===== src/rtl/dps_pkg.sv =====
// Constants and types for the disk panel sequencer
package dps_pkg;
  // Clock and timing figures
  localparam int unsigned CLK_HZ         = 100_000_000;
  localparam int unsigned CYC_PER_MS     = CLK_HZ / 1000;
  localparam int unsigned SELFTEST_MS    = 6000;
  localparam int unsigned SELFTEST_CYC   = SELFTEST_MS * CYC_PER_MS;
  localparam int unsigned DEB_MS         = 10;
  localparam int unsigned DEB_CYC        = DEB_MS * CYC_PER_MS;
  localparam int unsigned BLINK_NORM_MS  = 500;
  localparam int unsigned NORM_HALF_CYC  = BLINK_NORM_MS * CYC_PER_MS / 2;
  localparam int unsigned BLINK_RAPID_MS = 125;
  localparam int unsigned RAPID_HALF_CYC = BLINK_RAPID_MS * CYC_PER_MS / 2;
  localparam int unsigned CLR_WIN_MS     = 1000;
  localparam int unsigned CLR_WIN_CYC    = CLR_WIN_MS * CYC_PER_MS;
  localparam int unsigned DISP_STEP_MS   = 1000;
  localparam int unsigned DISP_STEP_CYC  = DISP_STEP_MS * CYC_PER_MS;

  // History and retest limits
  localparam int unsigned HIST_DEPTH    = 16;
  localparam logic [2:0]  MQ_RETRY_MAX  = 3'h5;

  // Media quality status codes
  localparam logic [7:0] CODE_MQ_HEAD0 = 8'h8A;
  localparam logic [7:0] CODE_MQ_HEAD1 = 8'h88;
  localparam logic [7:0] CODE_MQ_BOTH  = 8'h8C;
  localparam logic [7:0] CODE_MQ_LAST  = 8'h8D;
  localparam logic [1:0] MQ_HEAD1_SEL  = 2'h1;
  localparam logic [1:0] MQ_BOTH_SEL   = 2'h2;

  // Register byte offsets and fields
  localparam logic [11:0] ADDR_CTRL   = 12'h000;
  localparam logic [11:0] ADDR_STATUS = 12'h004;
  localparam logic [11:0] ADDR_HIST   = 12'h008;
  localparam int unsigned CTRL_CLR_BIT = 0;

  // Synchronised pin indices
  localparam int unsigned PIN_RUN   = 0;
  localparam int unsigned PIN_GUARD = 1;
  localparam int unsigned PIN_AC    = 2;
  localparam int unsigned PIN_DOOR  = 3;
  localparam int unsigned PIN_CART  = 4;
  localparam int unsigned NPIN      = 5;

  typedef enum logic [2:0] {
    ST_IDLE     = 3'h0,
    ST_SPINUP   = 3'h1,
    ST_LOADING  = 3'h3,
    ST_READY    = 3'h2,
    ST_SPINDOWN = 3'h6
  } dps_state_t;
endpackage


===== src/rtl/dps_panel_seq.sv =====
// Front-panel and start-up sequencer with APB status and history
//
// Behaviour
// - Start needs AC, door latched, cartridge present
// - No spindle start while fault is showing
// - Ready lamp steady once heads loaded and media tests passed
// - Ready blinks during spin up and down
// - Ready lit while on cylinder despite fault
// - Ready blinks rapidly during drive activity
// - Latched guard switch inhibits fixed-disk writes
// - Guard lamp steady when protected, no fault
// - Guard lamp blinks normally on drive fault
// - Media fault: rapid lamp, ready held off
// - Door stays locked until spindle stopped
// - Door releases only with run switch out
// - AC loss keeps the door locked
// - Double press clears fault, shows history
// - History kept since most recent fault clear
// - Lock door before spinning, blink ready as spindle starts
// - Load heads, test rapidly, then ready steady
// - Successful clear returns ready to active
// - Five media retests, then fault unclearable
// - Media failures logged with cylinder bytes
// - Self test clears lamp within six seconds
`timescale 1ns/1ns
module dps_panel_seq
  import dps_pkg::*;
#(
  parameter int unsigned DEB_CYC_P    = DEB_CYC,
  parameter int unsigned NORM_HALF_P  = NORM_HALF_CYC,
  parameter int unsigned RAPID_HALF_P = RAPID_HALF_CYC,
  parameter int unsigned CLR_WIN_P    = CLR_WIN_CYC,
  parameter int unsigned DISP_STEP_P  = DISP_STEP_CYC,
  parameter int unsigned SELFTEST_P   = SELFTEST_CYC,
  parameter int unsigned HIST_P       = HIST_DEPTH
)(
  input  wire logic        pclk,           // System clock
  input  wire logic        presetn,        // Async reset, low
  input  wire logic        psel,           // APB select
  input  wire logic        penable,        // APB enable
  input  wire logic        pwrite,         // APB write
  input  wire logic [11:0] paddr,          // APB address
  input  wire logic [31:0] pwdata,         // APB write data
  output logic      [31:0] prdata,         // APB read data
  output logic             pready,         // APB ready
  output logic             pslverr,        // APB error
  input  wire logic        run_sw_in,      // Run switch, 1 = start
  input  wire logic        fixed_media_guard_switch, // 1 = latched in
  input  wire logic        ac_ok_in,       // AC power present
  input  wire logic        door_ok_in,     // Door closed and latched
  input  wire logic        cart_ok_in,     // Cartridge in place
  input  wire logic        at_speed,       // Spindle up to speed
  input  wire logic        spin_stopped,   // Spindle fully stopped
  input  wire logic        heads_loaded,   // Heads loaded
  input  wire logic        on_cylinder,    // Heads on cylinder
  input  wire logic        activity,       // Seek/read/write/test busy
  input  wire logic        drive_fault,    // Drive fault present
  input  wire logic        selftest_pass,  // Processor self test ok
  input  wire logic        media_quality_check_pass, // Tests done ok
  input  wire logic        media_quality_check_fail, // Failure pulse
  input  wire logic [1:0]  mq_head,        // 0 head0, 1 head1, 2 both
  input  wire logic [15:0] mq_cyl,         // First bad cylinder
  input  wire logic        stat_valid,     // Status code strobe
  input  wire logic [7:0]  stat_code,      // Status code
  output logic             spindle_en,     // Spindle motor on
  output logic             head_load,      // Load heads and run tests
  output logic             mq_retest,      // Retest request pulse
  output logic             door_lock,      // Interlock solenoid hold
  output logic             ready_lamp,     // Ready indicator
  output logic             guard_fault_lamp, // Protect/fault indicator
  output logic             write_inhibit,  // Fixed disk write inhibit
  output logic             fault_clear_req, // Fault clear pulse
  output logic             disp_valid,     // Status display active
  output logic      [7:0]  disp_code       // Displayed status code
);
  localparam int unsigned HW = $clog2(HIST_P);
  localparam logic [HW:0] HFULL = (HW+1)'(HIST_P);

  // Parameter sanity
  if (RAPID_HALF_P >= NORM_HALF_P || RAPID_HALF_P == 0)
    $error("rapid blink must be shorter than normal");
  if (HIST_P < 2 || (1 << HW) != HIST_P)
    $error("history depth must be a power of two");

  typedef struct packed {
    logic [NPIN-1:0]         s1;
    logic [NPIN-1:0]         s2;
    logic [NPIN-1:0]         s3;
    logic [NPIN-1:0]         deb;
    logic [NPIN-1:0][31:0]   dcnt;
    logic [31:0]             bn_cnt;
    logic [31:0]             br_cnt;
    logic [31:0]             win_cnt;
    logic [31:0]             disp_tmr;
    logic [31:0]             st_cnt;
    logic                    bn;
    logic                    br;
    logic                    win;
    logic                    st_ok;
    logic                    st_fail;
    logic                    flt;
    logic                    mq_flt;
    logic [2:0]              retry;
    logic [1:0]              mq_pend;
    logic [15:0]             cyl;
    dps_state_t              st;
    logic                    lock;
    logic                    spin;
    logic                    load;
    logic                    rdy_l;
    logic                    flt_l;
    logic                    wi;
    logic                    clr_req;
    logic                    retest;
    logic                    disp_v;
    logic [7:0]              disp_code;
    logic [HW-1:0]           wp;
    logic [HW-1:0]           rd;
    logic [HW:0]             cnt;
    logic [HW:0]             left;
    logic [HIST_P-1:0][7:0]  hist;
    logic                    pready;
    logic                    pslverr;
    logic [31:0]             prdata;
  } dps_reg_t;

  dps_reg_t r_ff;
  dps_reg_t nxt_r;

  logic       press;
  logic       panel_clr;
  logic       host_clr;
  logic       clr;
  logic       acc;
  logic       done;
  logic       fault_any;
  logic       ok_start;
  logic       run_off;
  logic       wr;
  logic [7:0] wcode;

  always_comb
  begin
    nxt_r = r_ff;
    // Three-stage pin synchroniser, then debounce
    nxt_r.s1 = {cart_ok_in, door_ok_in, ac_ok_in,
                fixed_media_guard_switch, run_sw_in};
    nxt_r.s2 = r_ff.s1;
    nxt_r.s3 = r_ff.s2;
    for (int i = 0; i < NPIN; i++)
    begin
      if (r_ff.s2[i] == r_ff.s3[i] && r_ff.s3[i] != r_ff.deb[i])
      begin
        if (r_ff.dcnt[i] >= DEB_CYC_P - 1)
        begin
          nxt_r.deb[i]  = r_ff.s3[i];
          nxt_r.dcnt[i] = '0;
        end
        else
          nxt_r.dcnt[i] = r_ff.dcnt[i] + 32'h1;
      end
      else
        nxt_r.dcnt[i] = '0;
    end

    // Free-running blink phases
    if (r_ff.bn_cnt >= NORM_HALF_P - 1)
    begin
      nxt_r.bn_cnt = '0;
      nxt_r.bn     = ~r_ff.bn;
    end
    else
      nxt_r.bn_cnt = r_ff.bn_cnt + 32'h1;
    if (r_ff.br_cnt >= RAPID_HALF_P - 1)
    begin
      nxt_r.br_cnt = '0;
      nxt_r.br     = ~r_ff.br;
    end
    else
      nxt_r.br_cnt = r_ff.br_cnt + 32'h1;

    // Power-on self test window
    if (!r_ff.st_ok && !r_ff.st_fail)
    begin
      if (selftest_pass)
        nxt_r.st_ok = 1'b1;
      else if (r_ff.st_cnt >= SELFTEST_P - 1)
        nxt_r.st_fail = 1'b1;
      else
        nxt_r.st_cnt = r_ff.st_cnt + 32'h1;
    end

    // Alternate-action switch: every debounced change is a press
    press     = nxt_r.deb[PIN_GUARD] != r_ff.deb[PIN_GUARD];
    panel_clr = 1'b0;
    if (r_ff.win)
    begin
      if (press)
      begin
        nxt_r.win = 1'b0;
        panel_clr = 1'b1;
      end
      else if (r_ff.win_cnt >= CLR_WIN_P - 1)
        nxt_r.win = 1'b0;
      else
        nxt_r.win_cnt = r_ff.win_cnt + 32'h1;
    end
    else if (press)
    begin
      nxt_r.win     = 1'b1;
      nxt_r.win_cnt = '0;
    end

    // APB slave: one wait state, act when pready is seen
    acc           = psel && penable;
    done          = acc && r_ff.pready;
    nxt_r.pready  = acc && !r_ff.pready;
    nxt_r.pslverr = 1'b0;
    if (acc && !r_ff.pready)
    begin
      nxt_r.prdata = '0;
      case (paddr)
        ADDR_CTRL:   nxt_r.prdata = '0;
        ADDR_STATUS: nxt_r.prdata = {16'h0, 1'b0, r_ff.st, r_ff.retry,
                       r_ff.flt, r_ff.mq_flt, r_ff.st_ok, r_ff.st_fail,
                       r_ff.lock, r_ff.spin, r_ff.wi,
                       r_ff.rdy_l, r_ff.flt_l};
        ADDR_HIST:   nxt_r.prdata = {16'h0, 3'h0, 5'(r_ff.cnt),
                       r_ff.hist[r_ff.wp - 1'b1]};
        default:     nxt_r.pslverr = 1'b1;
      endcase
    end
    host_clr = done && pwrite && paddr == ADDR_CTRL
               && pwdata[CTRL_CLR_BIT];
    clr = panel_clr || host_clr;

    // Fault flag: a fault present in the clear cycle survives it
    nxt_r.clr_req = clr;
    nxt_r.retest  = 1'b0;
    nxt_r.flt     = drive_fault || (r_ff.flt && !clr);
    if (clr && r_ff.mq_flt && r_ff.retry < MQ_RETRY_MAX)
    begin
      nxt_r.mq_flt = 1'b0;
      nxt_r.retry  = r_ff.retry + 3'h1;
      nxt_r.retest = 1'b1;
    end
    if (media_quality_check_fail)
      nxt_r.mq_flt = 1'b1;

    // Status display steps through the captured codes
    if (r_ff.left != '0 || r_ff.disp_v)
    begin
      if (r_ff.disp_tmr >= DISP_STEP_P - 1)
      begin
        nxt_r.disp_tmr = '0;
        if (r_ff.left != '0)
        begin
          nxt_r.disp_v    = 1'b1;
          nxt_r.disp_code = r_ff.hist[r_ff.rd];
          nxt_r.rd        = r_ff.rd + 1'b1;
          nxt_r.left      = r_ff.left - 1'b1;
        end
        else
          nxt_r.disp_v = 1'b0;
      end
      else
        nxt_r.disp_tmr = r_ff.disp_tmr + 32'h1;
    end

    // Any clear restarts the history; panel clear shows the old one
    if (clr)
    begin
      nxt_r.cnt = '0;
      if (panel_clr)
      begin
        nxt_r.left     = r_ff.cnt;
        nxt_r.rd       = r_ff.wp - r_ff.cnt[HW-1:0];
        nxt_r.disp_tmr = '0;
      end
    end

    // Logging; a media failure takes three consecutive slots
    wr    = 1'b0;
    wcode = '0;
    if (media_quality_check_fail)
    begin
      wr = 1'b1;
      if (r_ff.retry >= MQ_RETRY_MAX)
        wcode = CODE_MQ_LAST;
      else if (mq_head == MQ_BOTH_SEL)
        wcode = CODE_MQ_BOTH;
      else if (mq_head == MQ_HEAD1_SEL)
        wcode = CODE_MQ_HEAD1;
      else
        wcode = CODE_MQ_HEAD0;
      nxt_r.mq_pend = 2'h2;
      nxt_r.cyl     = mq_cyl;
    end
    else if (r_ff.mq_pend != 2'h0)
    begin
      wr = 1'b1;
      wcode = (r_ff.mq_pend == 2'h2) ? r_ff.cyl[15:8] : r_ff.cyl[7:0];
      nxt_r.mq_pend = r_ff.mq_pend - 2'h1;
    end
    else if (stat_valid)
    begin
      wr    = 1'b1;
      wcode = stat_code;
    end
    if (wr)
    begin
      nxt_r.hist[r_ff.wp] = wcode;
      nxt_r.wp = r_ff.wp + 1'b1;
      if (nxt_r.cnt < HFULL)
        nxt_r.cnt = nxt_r.cnt + 1'b1;
    end

    // Spindle sequence
    fault_any = r_ff.flt || r_ff.mq_flt || r_ff.st_fail;
    ok_start  = r_ff.deb[PIN_RUN] && r_ff.deb[PIN_AC]
                && r_ff.deb[PIN_DOOR] && r_ff.deb[PIN_CART];
    run_off   = !r_ff.deb[PIN_RUN] || !r_ff.deb[PIN_AC]
                || !r_ff.deb[PIN_DOOR];
    case (r_ff.st)
      ST_IDLE:
        // Wait for the held door so the spindle never leads the lock
        if (ok_start && !fault_any && r_ff.lock)
          nxt_r.st = ST_SPINUP;
      ST_SPINUP:
        if (run_off)
          nxt_r.st = ST_SPINDOWN;
        else if (at_speed)
          nxt_r.st = ST_LOADING;
      ST_LOADING:
        if (run_off)
          nxt_r.st = ST_SPINDOWN;
        else if (media_quality_check_pass && heads_loaded
                 && !r_ff.mq_flt)
          nxt_r.st = ST_READY;
      ST_READY:
        if (run_off)
          nxt_r.st = ST_SPINDOWN;
        else if (nxt_r.retest)
          nxt_r.st = ST_LOADING;
      ST_SPINDOWN:
        if (spin_stopped)
          nxt_r.st = ST_IDLE;
      default:
        nxt_r.st = ST_IDLE;
    endcase

    // Solenoid only lets go when stopped, run out and AC present
    nxt_r.lock = !(r_ff.st == ST_IDLE && spin_stopped
                   && !r_ff.deb[PIN_RUN] && r_ff.deb[PIN_AC]);
    // Spindle follows the lock by a cycle so the door is held first
    nxt_r.spin = r_ff.lock && (r_ff.st == ST_SPINUP
                 || r_ff.st == ST_LOADING || r_ff.st == ST_READY);
    nxt_r.load = r_ff.st == ST_LOADING || r_ff.st == ST_READY;
    nxt_r.wi   = r_ff.deb[PIN_GUARD];

    // Ready lamp
    if (r_ff.mq_flt)
      nxt_r.rdy_l = 1'b0;
    else if (r_ff.st == ST_SPINUP || r_ff.st == ST_SPINDOWN)
      nxt_r.rdy_l = r_ff.bn;
    else if (r_ff.st == ST_LOADING)
      nxt_r.rdy_l = r_ff.br;
    else if (r_ff.st == ST_READY && activity)
      nxt_r.rdy_l = r_ff.br;
    else if (r_ff.st == ST_READY)
      nxt_r.rdy_l = heads_loaded || on_cylinder;
    else
      nxt_r.rdy_l = 1'b0;

    // Guard/fault lamp
    if (r_ff.mq_flt)
      nxt_r.flt_l = r_ff.br;
    else if (r_ff.flt)
      nxt_r.flt_l = r_ff.bn;
    else if (!r_ff.st_ok)
      nxt_r.flt_l = 1'b1;
    else
      nxt_r.flt_l = r_ff.deb[PIN_GUARD];
  end

  always_ff @(posedge pclk or negedge presetn)
  begin
    if (!presetn)
    begin
      r_ff       <= '0;
      r_ff.lock  <= 1'b1;
      r_ff.flt_l <= 1'b1;
    end
    else
      r_ff <= nxt_r;
  end

  assign prdata           = r_ff.prdata;
  assign pready           = r_ff.pready;
  assign pslverr          = r_ff.pslverr;
  assign spindle_en       = r_ff.spin;
  assign head_load        = r_ff.load;
  assign mq_retest        = r_ff.retest;
  assign door_lock        = r_ff.lock;
  assign ready_lamp       = r_ff.rdy_l;
  assign guard_fault_lamp = r_ff.flt_l;
  assign write_inhibit    = r_ff.wi;
  assign fault_clear_req  = r_ff.clr_req;
  assign disp_valid       = r_ff.disp_v;
  assign disp_code        = r_ff.disp_code;
endmodule


===== config.mk =====
export PLATFORM = sky130hd
export DESIGN_NAME = dps_panel_seq
export DESIGN_NICKNAME = d
export VERILOG_FILES = /design/src/rtl/dps_pkg.sv /design/src/rtl/dps_panel_seq.sv
export SDC_FILE = /design/constraint.sdc
export NUM_CORES = 1
export LEC_CHECK = 0
export BUFFER_PORTS_ARGS = -buffer_cell sky130_fd_sc_hd__buf_2
export CORE_ASPECT_RATIO = 0.7
export CORE_UTILIZATION = 40
export DETAILED_ROUTE_END_ITERATION = 10
export PLACE_DENSITY_LB_ADDON = 0.25
export SETUP_SLACK_MARGIN = 0.3
export SLEW_MARGIN = 30
export SYNTH_ARGS = -nofsm -noshare
export SYNTH_HDL_FRONTEND = slang
export SYNTH_SLANG_ARGS = --single-unit

===== constraint.sdc =====
create_clock -name pclk -period 7.6 [get_ports pclk]
set_input_delay 1.14 -clock pclk [delete_from_list [all_inputs] [get_ports pclk]]
set_output_delay 1.14 -clock pclk [all_outputs]
set_load 0.05 [all_outputs]

==> impl_metrics.ini <==
[run_status]
status = finished clean

[timing]
finalHoldViolations = 0
relSlewSlack = 0.364
skew_ns = 0.0250
fin_crit_ns = 3.69
fin_crit_sh = 0.485
drv_slew = 0
finalSetupViolations = 0
tightestPinTransition_ns = 0.954
tns_ns = 0
rsz0062_at_grt = no
max_freq_mhz = 271

[global_route]
grt_pass1_vias = 17576
grt_max_degree = 177
groute.usage.overall = 0.178
antenna_found_initial = 1
grt_pass1_wl_mm = 94.6
globalRouteOverflowTotal = 0

[worst_setup_path]
path_max_fanout = 38
critPathLaunchType = register
crit_arrival_ns = 4.16
end_kind = register
path_class = register to register
cp.required_ns = 8.07

[route]
drt_iter0_markers = 1420
ant_nets = 0
wire_per_inst_um = 17.5
drt_wl_total_mm = 57.5
drtPass1Iterations = 5
vias = 17603
vias_per_cell = 5.36
drc_errors = 0

[synth]
synth_cells = 2288
synth_edf_count = 0
ys_seq_area_frac = 0.535
synth.most_common_cell = dfrtp_1
ys_types = 90
synth_warnings = 0
avgSynthCellArea_um2 = 11.3
synth_top_area_frac = 0.533
async_flop_share = 1.00
synth-main-ff-cell = dfrtp_1
synthAdderAreaFrac = 0.0129
synth-seq-cells = 551
synth-xor-area-share = 0.0652
netlist_top_cells_count = 549 x dfrtp_1, 301 x nor2_1, 185 x nand2_1
synth_area_mm2 = 0.0258
synth_top_family_by_area = simple AND/OR/NAND/NOR gates
synth_compound_area_frac = 0.0732
yosys-top-cells-area = dfrtp_1 53%, mux4_2 6.3%, mux2_2 5.1%, nor2_1 4.4%, xor2_1 3.5%
yosys.area_share.simple = 0.159
synth_area_leader_cell = dfrtp_1
synthMuxAreaShare = 0.121

[place]
place_congestion = 0.815
port_buffers = 92
dp_hpwl_mm = 38.5

[clocking]
clk_latency_ns = 0.63
cts_resized = 0
cts.sinks = 551
cts_tree = yes
htreeDepth = 2
root_buffer = clkbuf_16
cts.clk_slew.worst_paths_ns = 0.07
cts_buffers = 55
cts_buffer_depth = 3
cts_setup_buffers = 0
ctsHoldBuffers = 0

[finish]
n_antenna_cell = 0
post-route-util = 0.460
layout.nets = 2532
num-fill-cells = 5742
syn_to_final_growth_pct = 13.1
drive_gt1_frac = 0.177

[hold_path]
holdCritPathClass = register to register

[floorplan]
initial_core_util = 0.407
dieArea_mm2 = 0.0655
num_rows = 77
io_pins = 141
die_x_um = 305
design.core.area_mm2 = 0.0634
die_h_um = 214

[pwr]
p_leak_nw = 12.7
total_power_mw = 9.37
powerDensity_mw_per_mm2 = 321
irDropWorstVdd_mv = 0.199

[flow_run]
cap_violations = 0
metal layers:
| metal | up-vias | track usage | routed length [um] |
|---|---|---|---|
| met3 | 68 | 0.0420 | 3910 |
| met1 | 8854 | 0.270 | 28400 |
| li1 | 8240 | - | - |
| met4 | 2 | 0.0437 | 929 |
| met2 | 439 | 0.255 | 24200 |
| met5 | - | 0 | 13 |
logic make-up (layout without fill, tap and decap cells):
kind of cell / Yosys count / count (layout)
other: 1 / 93
XOR/XNOR: 192 / 192
buffers and inverters: 181 / 259
multiplexers: 207 / 207
flip-flops: 551 / 551
adder cells (fa/ha/maj): 26 / 26
AND/OR/NAND/NOR: 852 / 852
AO/OA/AOI/OAI: 278 / 278
area by class of cell:
class	count	area, um^2	share of cell area
sequential	551	13800	0.473
multi-input combinational	1648	11500	0.396
clock buffer	75	1580	0.0543
tap	829	1040	0.0356
timing repair buffer	116	723	0.0248
clock inverter	24	323	0.0111
inverter	44	165	0.00566
critical path, stage by stage (launching register included):
cell	delay, ns
dfrtp_2	0.34
buf_4	0.61
inv_1	0.20
ha_2	1.02
mux4_2	0.42
mux2_2	0.27
o211ai_1	0.51
a21oi_1	0.15
layout by cell type, fill, tap and decap left out, drive strengths merged, types with 8 or more instances in the layout:
cell,Yosys,final
a21oi,62,62
xor2,102,102
a31oi,17,17
conb,1,93
o31ai,13,13
nand2,185,185
or3,11,11
mux2,117,117
nor2b,10,10
dfrtp,549,549
mux2i,18,18
and3,39,39
ha,25,25
nor3,37,37
nand3,106,106
xnor2,90,90
and2,27,27
a221o,8,8
and4,18,18
o21ai,77,77
a21o,12,12
or4,20,20
inv,43,44
a211o,8,8
nand4,38,38
o211ai,17,17
buf,60,116
clkinv,1,16
nor4,30,30
a211oi,8,8
nor2,301,301
mux4,72,72
clkbuf,77,75
state kept, by name (all words and copies together), names as in the netlist:
register / flops
head_load: 1
disp_valid: 1
pready: 1
guard_fault_lamp: 1
ready_lamp: 1
spindle_en: 1
fault_clear_req: 1
prdata: 15
pslverr: 1
nxt_r: 11
r_ff: 506
write_inhibit: 1
disp_code: 8
door_lock: 1
mq_retest: 1
per-stage QoR:
| step | hold WS (ns) | cell area (um^2) | worst slack [ns] | cells |
|---|---|---|---|---|
| after floorplan | 0.331 | 26100 | 4.44 | 2380 |
| after global placement | 0.339 | 27200 | 3.92 | 3184 |
| after detailed placement | 0.335 | 27200 | 3.93 | 3186 |
| after CTS | 0.349 | 29100 | 3.91 | 3285 |
| after global routing | 0.367 | 29200 | 3.69 | 3287 |
| final | 0.347 | 29200 | 3.91 | 3287 |
power by group:
group / total (mW) / leakage (nW) / internal [mW] / switching (mW)
combinational: 2.73 / 4.67 / 1.29 / 1.44
clock: 2.84 / 0.940 / 1.67 / 1.18
sequential: 3.80 / 7.12 / 3.39 / 0.403
total: 9.37 / 12.7 / 6.35 / 3.02
final timing paths:
| kind | start | endpoint | slack (ns) | cells past startpoint |
|---|---|---|---|---|
| worst max-delay path | r_ff[176]$_DFFE_PN0N_ | prdata[5]$_DFFE_PN0P_ | 3.91 | 7 |
| worst min-delay path | nxt_r[558]$_DFF_PN0_ | nxt_r[553]$_DFF_PN0_ | 0.35 | 0 |
| worst max register to register | r_ff[176]$_DFFE_PN0N_ | prdata[5]$_DFFE_PN0P_ | 3.91 | 7 |
| worst min register to register | nxt_r[558]$_DFF_PN0_ | nxt_r[553]$_DFF_PN0_ | 0.35 | 0 |
| max in group asynchronous | presetn | r_ff[63]$_DFFE_PN0P_ | 5.38 | 4 |
| min in group asynchronous | presetn | r_ff[237]$_DFFE_PN0P_ | 0.46 | 1 |
(Power assumes the default switching activity.)
